## config.mk

```make
export PLATFORM = sky130hd
export DESIGN_NAME = flash_status_ctrl
export DESIGN_NICKNAME = d
export VERILOG_FILES = /design/src/hdl/flash_status_pkg.sv /design/src/hdl/pin_sync.sv /design/src/hdl/flash_status_ctrl.sv
export SDC_FILE = /design/constraint.sdc
export NUM_CORES = 1
export LEC_CHECK = 0
export ABC_AREA = 1
export BUFFER_PORTS_ARGS = -buffer_cell sky130_fd_sc_hd__buf_2
export CAP_MARGIN = 20
export CORE_ASPECT_RATIO = 1.2
export CORE_MARGIN = 2
export CORE_UTILIZATION = 45
export DETAILED_ROUTE_END_ITERATION = 12
export GPL_ROUTABILITY_DRIVEN = 1
export GPL_TIMING_DRIVEN = 0
export PLACE_DENSITY = 0.63
export SLEW_MARGIN = 0
export SYNTH_ARGS = -nofsm -noshare
export SYNTH_HDL_FRONTEND = slang
export SYNTH_SLANG_ARGS = --single-unit
```

## constraint.sdc

```tcl
create_clock -name ref_clk_in -period 5.37 [get_ports ref_clk_in]
set_input_delay 1.3425 -clock ref_clk_in [delete_from_list [all_inputs] [get_ports ref_clk_in]]
set_output_delay 1.3425 -clock ref_clk_in [all_outputs]
set_load 0.01 [all_outputs]
```

## src/hdl/flash_status_pkg.sv

```systemverilog
package flash_status_pkg;
    // Clock and internal register-write time
    localparam int CLK_PERIOD_NS = 25;
    localparam int WREG_TIME_NS = 1000;
    localparam int WREG_CYCLES = (WREG_TIME_NS + CLK_PERIOD_NS - 1) / CLK_PERIOD_NS;

    // Command opcodes
    localparam logic [7:0] OPC_WRITE_REGS = 8'h01;
    localparam logic [7:0] OPC_PROGRAM = 8'h02;
    localparam logic [7:0] OPC_WRITE_DISABLE = 8'h04;
    localparam logic [7:0] OPC_READ_STATUS = 8'h05;
    localparam logic [7:0] OPC_WRITE_ENABLE = 8'h06;
    localparam logic [7:0] OPC_READ_STATUS2 = 8'h07;
    localparam logic [7:0] OPC_CLEAR_STATUS = 8'h30;
    localparam logic [7:0] OPC_ERASE_SUSPEND = 8'h75;
    localparam logic [7:0] OPC_PROGRAM_SUSPEND = 8'h85;
    localparam logic [7:0] OPC_WHOLE_ERASE = 8'hc7;
    localparam logic [7:0] OPC_SECTOR_ERASE = 8'hd8;
    localparam logic [7:0] OPC_SOFT_RESET = 8'hf0;

    // Frame lengths in bits at which fields are complete, and the bit counter's limit
    localparam logic [5:0] BITS_OPCODE = 6'h08;
    localparam logic [5:0] BITS_WRR = 6'h10;
    localparam logic [5:0] BITS_ADDR = 6'h20;
    localparam logic [5:0] BITS_PROG = 6'h28;
    localparam logic [5:0] BITS_MAX = 6'h3f;

    // Status register field positions and defaults
    localparam int LOCK_POS = 7;
    localparam int PERR_POS = 6;
    localparam int EERR_POS = 5;
    localparam int BP_HI_POS = 4;
    localparam int BP_LO_POS = 2;
    localparam int WEL_POS = 1;
    localparam int BUSY_POS = 0;
    localparam logic [2:0] BP_VOLATILE_DEFAULT = 3'h7;
    localparam logic [2:0] BP_RESET = 3'h0;
    localparam logic [7:0] STATUS2_VALUE = 8'h00;
    localparam int ADDR_W = 24;

    typedef enum logic [1:0] {
        OP_PROGRAM = 2'h0,
        OP_ERASE = 2'h1,
        OP_WHOLE = 2'h2
    } array_op_t;

    typedef enum logic [1:0] {
        ST_IDLE = 2'b00,
        ST_REG = 2'b01,
        ST_ARRAY = 2'b11,
        ST_ERROR = 2'b10
    } op_state_t;

    typedef struct packed {
        logic start;
        array_op_t op;
        logic [ADDR_W-1:0] addr;
        logic suspend;
        logic abort;
    } array_req_t;

    typedef struct packed {
        logic done;
        logic fail;
    } array_rsp_t;
endpackage : flash_status_pkg

```

## src/hdl/pin_sync.sv

```systemverilog
// Two-stage synchroniser for pins from outside the clock domain
module pin_sync #(
    parameter int WIDTH = 1
) (
    input wire logic ref_clk_in,
    input wire logic rst_in,
    input wire logic [WIDTH-1:0] d_in,
    output logic [WIDTH-1:0] q_out
);
    logic [WIDTH-1:0] meta_q;

    if (WIDTH < 1) begin : g_chk
        $error("pin_sync WIDTH must be at least 1");
    end

    // First stage feeds only the second stage
    always_ff @(posedge ref_clk_in or posedge rst_in) begin
        if (rst_in) begin
            meta_q <= '0;
            q_out <= '0;
        end else begin
            meta_q <= d_in;
            q_out <= meta_q;
        end
    end
endmodule : pin_sync

```

## src/hdl/flash_status_ctrl.sv

```systemverilog
// Overview of operation
// - Lock bit plus low protect pin blocks writes
// - Otherwise register write changes lock and levels
// - Program failure or protected target sets error
// - Erase failure or protected sector sets error
// - Clear-status command clears both error flags
// - Error flags read-only, untouched by writes
// - Whole erase only at zero levels, no error
// - Levels volatile default ones when configured
// - Refuse program/erase inside protected area
// - Writes need write-enable latch set
// - Only the enable command sets the latch
// - Successful operation end clears the latch
// - Latch zero after any reset
// - Busy bit high during every operation
// - While busy accept only listed commands
// - Suspend only during matching array operation
// - Error flag keeps busy until clear-status
// - Status read returns register, even while busy
// - Register write loads lock and level bits
// - Volatile bits take defaults after resets
module flash_status_ctrl #(
    parameter int WREG_CYCLES = flash_status_pkg::WREG_CYCLES
) (
    input wire logic ref_clk_in,
    input wire logic rst_in,
    input wire logic sck_in,
    input wire logic cs_n_in,
    input wire logic mosi_in,
    input wire logic write_protect_n_in,
    input wire logic protect_volatility_bit_in,
    input wire logic target_protected_in,
    input wire flash_status_pkg::array_rsp_t array_rsp_in,
    output flash_status_pkg::array_req_t array_req_out,
    output logic [2:0] protect_level_out,
    output logic [7:0] device_status_control_out,
    output logic miso_out,
    output logic miso_oe_out
);
    localparam int CW = $clog2(WREG_CYCLES + 1);
    localparam int WREG_TAIL = WREG_CYCLES - 1;

    // The register-write timing check needs at least two busy cycles
    if (WREG_CYCLES < 2) begin : g_chk
        $error("WREG_CYCLES must be at least 2");
    end

    logic [3:0] pins_s;
    logic sck_s;
    logic cs_n_s;
    logic mosi_s;
    logic wp_n_s;
    logic sck_prev_q;
    logic cs_prev_q;
    logic sck_rise;
    logic sck_fall;
    logic cs_rise;
    logic [5:0] nbits_q;
    logic [7:0] shift_in_q;
    logic [7:0] opcode_q;
    logic [7:0] wrr_byte_q;
    logic [flash_status_pkg::ADDR_W-1:0] addr_q;
    logic [7:0] next_byte;
    logic rd_mode_q;
    logic [2:0] out_cnt_q;
    logic [7:0] out_sh_q;
    logic miso_q;
    flash_status_pkg::op_state_t state_q;
    flash_status_pkg::array_op_t op_q;
    logic [CW-1:0] wreg_cnt_q;
    logic busy;
    logic lock_q;
    logic [2:0] bp_q;
    logic perr_q;
    logic eerr_q;
    logic wel_q;
    logic init_q;
    logic hw_lock;
    logic frame8;
    logic cmd_write_enable_cmd;
    logic cmd_write_disable_cmd;
    logic cmd_clear_status_cmd;
    logic cmd_rst;
    logic cmd_wrr;
    logic cmd_prog;
    logic cmd_erase;
    logic cmd_whole;
    logic cmd_esus;
    logic cmd_psus;
    logic array_end;
    logic array_ok;
    logic reg_end;
    logic perr_set;
    logic eerr_set;
    flash_status_pkg::array_req_t req_q;

    // Serial pins are asynchronous to the core clock
    pin_sync #(
        .WIDTH(4)
    ) u_sync (
        .ref_clk_in(ref_clk_in),
        .rst_in(rst_in),
        .d_in({sck_in, ~cs_n_in, mosi_in, ~write_protect_n_in}),
        .q_out(pins_s)
    );

    // Select and protect travel inverted so the synchroniser's reset value
    // matches their idle high level and no false select edge follows reset
    assign {sck_s, cs_n_s, mosi_s, wp_n_s} = pins_s ^ 4'h5;

    // Edge detection on synchronised serial clock and select
    always_ff @(posedge ref_clk_in or posedge rst_in) begin
        if (rst_in) begin
            sck_prev_q <= 1'b0;
            cs_prev_q <= 1'b1;
        end else begin
            sck_prev_q <= sck_s;
            cs_prev_q <= cs_n_s;
        end
    end

    assign sck_rise = sck_s & ~sck_prev_q & ~cs_n_s;
    assign sck_fall = ~sck_s & sck_prev_q & ~cs_n_s;
    assign cs_rise = cs_n_s & ~cs_prev_q;

    // Input shifting; fields latched as their last bit arrives
    always_ff @(posedge ref_clk_in or posedge rst_in) begin
        if (rst_in) begin
            nbits_q <= 6'h00;
            shift_in_q <= 8'h00;
            opcode_q <= 8'h00;
            wrr_byte_q <= 8'h00;
            addr_q <= '0;
        end else if (cs_n_s) begin
            nbits_q <= 6'h00;
        end else if (sck_rise) begin
            shift_in_q <= {shift_in_q[6:0], mosi_s};
            if (nbits_q != flash_status_pkg::BITS_MAX) begin
                nbits_q <= nbits_q + 6'h01;
            end
            if (nbits_q == flash_status_pkg::BITS_OPCODE - 6'h01) begin
                opcode_q <= {shift_in_q[6:0], mosi_s};
            end
            if (nbits_q == flash_status_pkg::BITS_WRR - 6'h01) begin
                wrr_byte_q <= {shift_in_q[6:0], mosi_s};
            end
            if (nbits_q >= flash_status_pkg::BITS_OPCODE &&
                nbits_q < flash_status_pkg::BITS_ADDR) begin
                addr_q <= {addr_q[flash_status_pkg::ADDR_W-2:0], mosi_s};
            end
        end
    end

    // Status register image
    assign busy = (state_q != flash_status_pkg::ST_IDLE);
    assign device_status_control_out = {lock_q, perr_q, eerr_q, bp_q, wel_q, busy};
    assign protect_level_out = bp_q;

    assign next_byte = (opcode_q == flash_status_pkg::OPC_READ_STATUS2) ?
        flash_status_pkg::STATUS2_VALUE : device_status_control_out;

    // Read mode begins once a status-read opcode is complete
    always_ff @(posedge ref_clk_in or posedge rst_in) begin
        if (rst_in) begin
            rd_mode_q <= 1'b0;
        end else if (cs_n_s) begin
            rd_mode_q <= 1'b0;
        end else if (sck_rise && nbits_q == flash_status_pkg::BITS_OPCODE - 6'h01) begin
            rd_mode_q <= ({shift_in_q[6:0], mosi_s} == flash_status_pkg::OPC_READ_STATUS) ||
                ({shift_in_q[6:0], mosi_s} == flash_status_pkg::OPC_READ_STATUS2);
        end
    end

    // Output shifter reloads a fresh byte every eight falling edges
    // so a host polling busy sees each new snapshot
    always_ff @(posedge ref_clk_in or posedge rst_in) begin
        if (rst_in) begin
            out_cnt_q <= 3'h0;
            out_sh_q <= 8'h00;
            miso_q <= 1'b0;
        end else if (!rd_mode_q) begin
            out_cnt_q <= 3'h0;
        end else if (sck_fall) begin
            out_cnt_q <= out_cnt_q + 3'h1;
            if (out_cnt_q == 3'h0) begin
                miso_q <= next_byte[7];
                out_sh_q <= {next_byte[6:0], 1'b0};
            end else begin
                miso_q <= out_sh_q[7];
                out_sh_q <= {out_sh_q[6:0], 1'b0};
            end
        end
    end

    assign miso_out = miso_q;
    assign miso_oe_out = rd_mode_q;

    // Command acceptance, evaluated as chip select rises
    assign hw_lock = lock_q & ~wp_n_s;
    assign frame8 = cs_rise && nbits_q == flash_status_pkg::BITS_OPCODE;
    assign cmd_write_enable_cmd = frame8 && !busy &&
        opcode_q == flash_status_pkg::OPC_WRITE_ENABLE;
    assign cmd_write_disable_cmd = frame8 && !busy &&
        opcode_q == flash_status_pkg::OPC_WRITE_DISABLE;
    assign cmd_clear_status_cmd = frame8 && opcode_q == flash_status_pkg::OPC_CLEAR_STATUS;
    assign cmd_rst = frame8 && opcode_q == flash_status_pkg::OPC_SOFT_RESET;
    assign cmd_wrr = cs_rise && !busy && wel_q && !hw_lock &&
        nbits_q >= flash_status_pkg::BITS_WRR &&
        opcode_q == flash_status_pkg::OPC_WRITE_REGS;
    assign cmd_prog = cs_rise && !busy && wel_q &&
        nbits_q >= flash_status_pkg::BITS_PROG &&
        opcode_q == flash_status_pkg::OPC_PROGRAM;
    assign cmd_erase = cs_rise && !busy && wel_q &&
        nbits_q == flash_status_pkg::BITS_ADDR &&
        opcode_q == flash_status_pkg::OPC_SECTOR_ERASE;
    assign cmd_whole = frame8 && !busy && wel_q && bp_q == 3'h0 &&
        opcode_q == flash_status_pkg::OPC_WHOLE_ERASE;
    assign cmd_esus = frame8 && state_q == flash_status_pkg::ST_ARRAY &&
        op_q != flash_status_pkg::OP_PROGRAM &&
        opcode_q == flash_status_pkg::OPC_ERASE_SUSPEND;
    assign cmd_psus = frame8 && state_q == flash_status_pkg::ST_ARRAY &&
        op_q == flash_status_pkg::OP_PROGRAM &&
        opcode_q == flash_status_pkg::OPC_PROGRAM_SUSPEND;

    assign array_end = state_q == flash_status_pkg::ST_ARRAY && array_rsp_in.done;
    assign array_ok = array_end && !array_rsp_in.fail;
    assign reg_end = state_q == flash_status_pkg::ST_REG &&
        wreg_cnt_q == CW'(WREG_CYCLES - 1);

    // Operation sequencer; an error parks it until clear-status
    always_ff @(posedge ref_clk_in or posedge rst_in) begin
        if (rst_in) begin
            state_q <= flash_status_pkg::ST_IDLE;
            op_q <= flash_status_pkg::OP_PROGRAM;
            wreg_cnt_q <= '0;
        end else if (cmd_rst) begin
            state_q <= flash_status_pkg::ST_IDLE;
        end else begin
            unique case (state_q)
                flash_status_pkg::ST_IDLE: begin
                    wreg_cnt_q <= '0;
                    if (cmd_wrr) begin
                        state_q <= flash_status_pkg::ST_REG;
                    end else if (cmd_prog || cmd_erase) begin
                        op_q <= cmd_prog ? flash_status_pkg::OP_PROGRAM :
                            flash_status_pkg::OP_ERASE;
                        state_q <= target_protected_in ? flash_status_pkg::ST_ERROR :
                            flash_status_pkg::ST_ARRAY;
                    end else if (cmd_whole) begin
                        op_q <= flash_status_pkg::OP_WHOLE;
                        state_q <= flash_status_pkg::ST_ARRAY;
                    end
                end
                flash_status_pkg::ST_REG: begin
                    wreg_cnt_q <= wreg_cnt_q + CW'(1);
                    if (reg_end) begin
                        state_q <= flash_status_pkg::ST_IDLE;
                    end
                end
                flash_status_pkg::ST_ARRAY: begin
                    if (cmd_esus || cmd_psus) begin
                        state_q <= flash_status_pkg::ST_IDLE;
                    end else if (array_end) begin
                        state_q <= array_rsp_in.fail ? flash_status_pkg::ST_ERROR :
                            flash_status_pkg::ST_IDLE;
                    end
                end
                flash_status_pkg::ST_ERROR: begin
                    if (cmd_clear_status_cmd) begin
                        state_q <= flash_status_pkg::ST_IDLE;
                    end
                end
            endcase
        end
    end

    // Error flags: a new error wins over a clear in the same cycle
    assign perr_set = (cmd_prog && target_protected_in) ||
        (array_end && array_rsp_in.fail && op_q == flash_status_pkg::OP_PROGRAM);
    assign eerr_set = (cmd_erase && target_protected_in) ||
        (array_end && array_rsp_in.fail && op_q != flash_status_pkg::OP_PROGRAM);

    always_ff @(posedge ref_clk_in or posedge rst_in) begin
        if (rst_in) begin
            perr_q <= 1'b0;
            eerr_q <= 1'b0;
        end else begin
            perr_q <= perr_set | (perr_q & ~cmd_clear_status_cmd & ~cmd_rst);
            eerr_q <= eerr_set | (eerr_q & ~cmd_clear_status_cmd & ~cmd_rst);
        end
    end

    // Write-enable latch; a failed operation leaves it set
    always_ff @(posedge ref_clk_in or posedge rst_in) begin
        if (rst_in) begin
            wel_q <= 1'b0;
        end else if (cmd_rst) begin
            wel_q <= 1'b0;
        end else if (cmd_write_enable_cmd) begin
            wel_q <= 1'b1;
        end else if (cmd_write_disable_cmd || reg_end || array_ok) begin
            wel_q <= 1'b0;
        end
    end

    // Lock and level bits; levels reload their volatile default
    // one cycle after reset since a reset flop cannot take a port value
    always_ff @(posedge ref_clk_in or posedge rst_in) begin
        if (rst_in) begin
            init_q <= 1'b1;
            lock_q <= 1'b0;
            bp_q <= flash_status_pkg::BP_RESET;
        end else begin
            init_q <= 1'b0;
            if (cmd_wrr) begin
                lock_q <= wrr_byte_q[flash_status_pkg::LOCK_POS];
                bp_q <= wrr_byte_q[flash_status_pkg::BP_HI_POS:flash_status_pkg::BP_LO_POS];
            end else if ((init_q || cmd_rst) && protect_volatility_bit_in) begin
                bp_q <= flash_status_pkg::BP_VOLATILE_DEFAULT;
            end
        end
    end

    // Requests toward the array engine, one-cycle pulses
    always_ff @(posedge ref_clk_in or posedge rst_in) begin
        if (rst_in) begin
            req_q <= '0;
        end else begin
            req_q.start <= ((cmd_prog || cmd_erase) && !target_protected_in) ||
                cmd_whole;
            req_q.op <= cmd_prog ? flash_status_pkg::OP_PROGRAM :
                cmd_erase ? flash_status_pkg::OP_ERASE : flash_status_pkg::OP_WHOLE;
            req_q.addr <= addr_q;
            req_q.suspend <= cmd_esus | cmd_psus;
            req_q.abort <= cmd_rst;
        end
    end

    assign array_req_out = req_q;
endmodule : flash_status_ctrl

```

==> flow_summary.yaml <==
place:
  dpl_cell_area_um2: 5410
  place.gp.congestion: 0.890
  port-buffer-count: 51
  pre_cts_slack_ps: 3090
  hpwl_um: 6940
  placedCellCount: 692
clocking:
  cts_tree: "built"
  path_clk_slew_ps: 60
  htreeDepth: 4
  ctsRootBufferMaster: "clkbuf_16"
  clkSinkCount: 118
  holdBufCountCts: 0
  clock_path_buffers: 2
  cts_made_buffers: 17
  post_cts_buffers: 0
  postCtsResizedCells: 0
  clock_latency_ps: 410
global_routing:
  grtUsageTotal_pct: 18.3
  grt_pass1_vias: 3688
  grt_max_degree: 79
  grt_pass1_wl_um: 17100
  overflow: 0
  grt_antenna_before_repair: 0
detailed_routing:
  firstDrtPassIters: 4
  wl_per_cell_um: 13.7
  wl_um: 9890
  drc: 0
  vias_per_cell: 4.95
  drtIter0Drc: 169
  vias: 3578
  ant_nets: 0
power_and_ir_drop:
  peakVddDrop_mv: 0.227
  p_leak_uw: 0.00308
  design_power_total_uw: 2280
  power_density_nw_per_um2: 381
min_path:
  hp-start: "u_sync.meta_q[3]"
  min_path_type: "flip-flop to flip-flop"
run:
  drv_cap: 0
finish:
  nNetsFinal: 594
  final_util_pct: 55.1
  finalInstanceArea_um2: 5990
  final_cells: 723
  antenna_cells: 0
  drive_above_1_share_pct: 23.5
  layout_common_cells: "dfrtp_1, nand2_1, inv_1"
  area_delta_synth_final_pct: 20.9
  layout_commonest_cell: "dfrtp_1"
die:
  dieArea_um2: 11900
  coreArea_um2: 10900
  ios: 52
  die_w_um: 99.8
  die_h_um: 119
  row_count: 42
  start_util_pct: 45.6
sta:
  slew_viol_final: 0
  fmax_ghz: 0.371
  setup_ws_ps: 2670
  period_share_pct: 50.2
  min_period_ps: 2700
  setup_viol: 0
  hold_viol_final: 0
  fin_skew_ps: 10.5
  rsz0062_at_grt: "no"
critical_path:
  path_class: "flip-flop to output port"
  path_max_fanout: 4
  worstPathArrival_ps: 1350
  crit_slowest_cell: "dfrtp_1"
  path_cells: "nor2_4, inv_2, buf_4, buf_2"
  max_stage_delay_ps: 430
  end_kind: "output port"
  crit_start: "state_q[1]"
  cp_data_required_time_ps: 4030
  r2r-start: "nbits_q[0]"
  crit_path_start_kind: "flip-flop"
synthesis:
  synth-seq-area-share_pct: 59.6
  ys_types: 42
  yosysWarningCount: 0
  synthesis.area_um2: 4960
  synthCells: 508
  syn_avg_cell_area_um2: 9.76
  synth_seq_cells: 118
  synth_nets: 523
outcome:
  status: "finished, final reports clean"
## cell families after synthesis
| kind of cell | count (synthesis) | share of synthesized area, % |
|---|---|---|
| multiplexers | 1 | 0.227 |
| buffers and inverters | 93 | 8.65 |
| flip-flops | 118 | 59.6 |
| adder cells (fa/ha/maj) | 5 | 1.26 |
| AO/OA/AOI/OAI | 92 | 10.6 |
| AND/OR/NAND/NOR | 198 | 19.5 |
| other | 1 | 0.0756 |
## final timing paths
check                                          endpoint  slack, ps  cells past startpoint
setup / recovery           device_status_control_out[0]       2670                      4
hold / removal                          u_sync.q_out[3]        350                      0
max in group asynchronous             array_req_out[26]       3730                      3
setup reg to reg                             nbits_q[5]       3520                     11
min in group asynchronous              u_sync.meta_q[3]        950                      2
hold reg to reg                         u_sync.q_out[3]        350                      0
## through the flow
| stage | TNS (ps) | hold WS (ps) |
|---|---|---|
| 2_1_floorplan | 0 | 331 |
| 3_3_place_gp | -40880 | 336 |
| 3_5_place_dp | 0 | 338 |
| 4_1_cts | 0 | 350 |
| 5_1_grt | 0 | 356 |
| 6_report | 0 | 347 |
## cells in the mapped netlist, drive strengths merged
library cell | instances | share of area (%)
nand3b | 1 | 0.15
inv | 75 | 5.7
nand3 | 35 | 3.7
and3 | 1 | 0.13
nor4 | 2 | 0.56
nor2 | 55 | 5.3
nor3 | 6 | 0.81
or2 | 1 | 0.13
nand4 | 7 | 1.0
a21oi | 36 | 4.1
buf | 16 | 2.8
o21a | 2 | 0.30
mux2 | 1 | 0.23
o211ai | 2 | 0.30
conb | 1 | 0.076
a31oi | 1 | 0.13
nor3b | 2 | 0.40
dfrtp | 116 | 59
a211oi | 1 | 0.15
ha | 5 | 1.3
o21bai | 1 | 0.15
nand2 | 88 | 7.3
o31ai | 1 | 0.15
o21ai | 41 | 4.1
dfstp | 2 | 1.1
a2bb2oi | 7 | 1.2
clkbuf | 2 | 0.15
## report_power, final
group | total, uW | leakage [uW] | switching, uW | internal [uW]
combinational | 219 | 0.00124 | 137 | 81.9
clock | 1090 | 0.000273 | 391 | 702
sequential | 970 | 0.00158 | 40.5 | 929
total | 2280 | 0.00308 | 569 | 1710
## routing by layer
layer	vias up	part of all wire (%)	GRT usage, %
met5	-	0	0
met4	0	1.3	7.28
met3	13	4.8	5.52
met2	86	49	30.2
met1	1706	45	22.6
li1	1773	-	-
## state kept, by name (all words and copies together) (netlist names), 2 cells and up
register	flops
out_sh_q	7
addr_q	24
opcode_q	8
state_q	2
out_cnt_q	3
op_q	2
array_req_out	29
u_sync.q_out	4
shift_in_q	7
wreg_cnt_q	6
u_sync.meta_q	4
nbits_q	6
protect_level_out	3
wrr_byte_q	4
## critical path: cells and delay by family (launching register included)
family | cells | cell delay (ps)
and+or+nand+nor | 1 | 170
DFF | 1 | 430
buffers and inverters | 3 | 340
## area by class of cell
class / instances / area [um2]
repair buffers: 52 / 283
flip-flops and latches: 118 / 2960
clock inverters: 12 / 130
inverters: 75 / 287
plain buffers: 18 / 148
multi-input cells: 297 / 1570
clock buffers: 19 / 453
well taps: 132 / 165
fillers: 985 / 4880
Note: power is estimated with default switching activity, not from simulation.
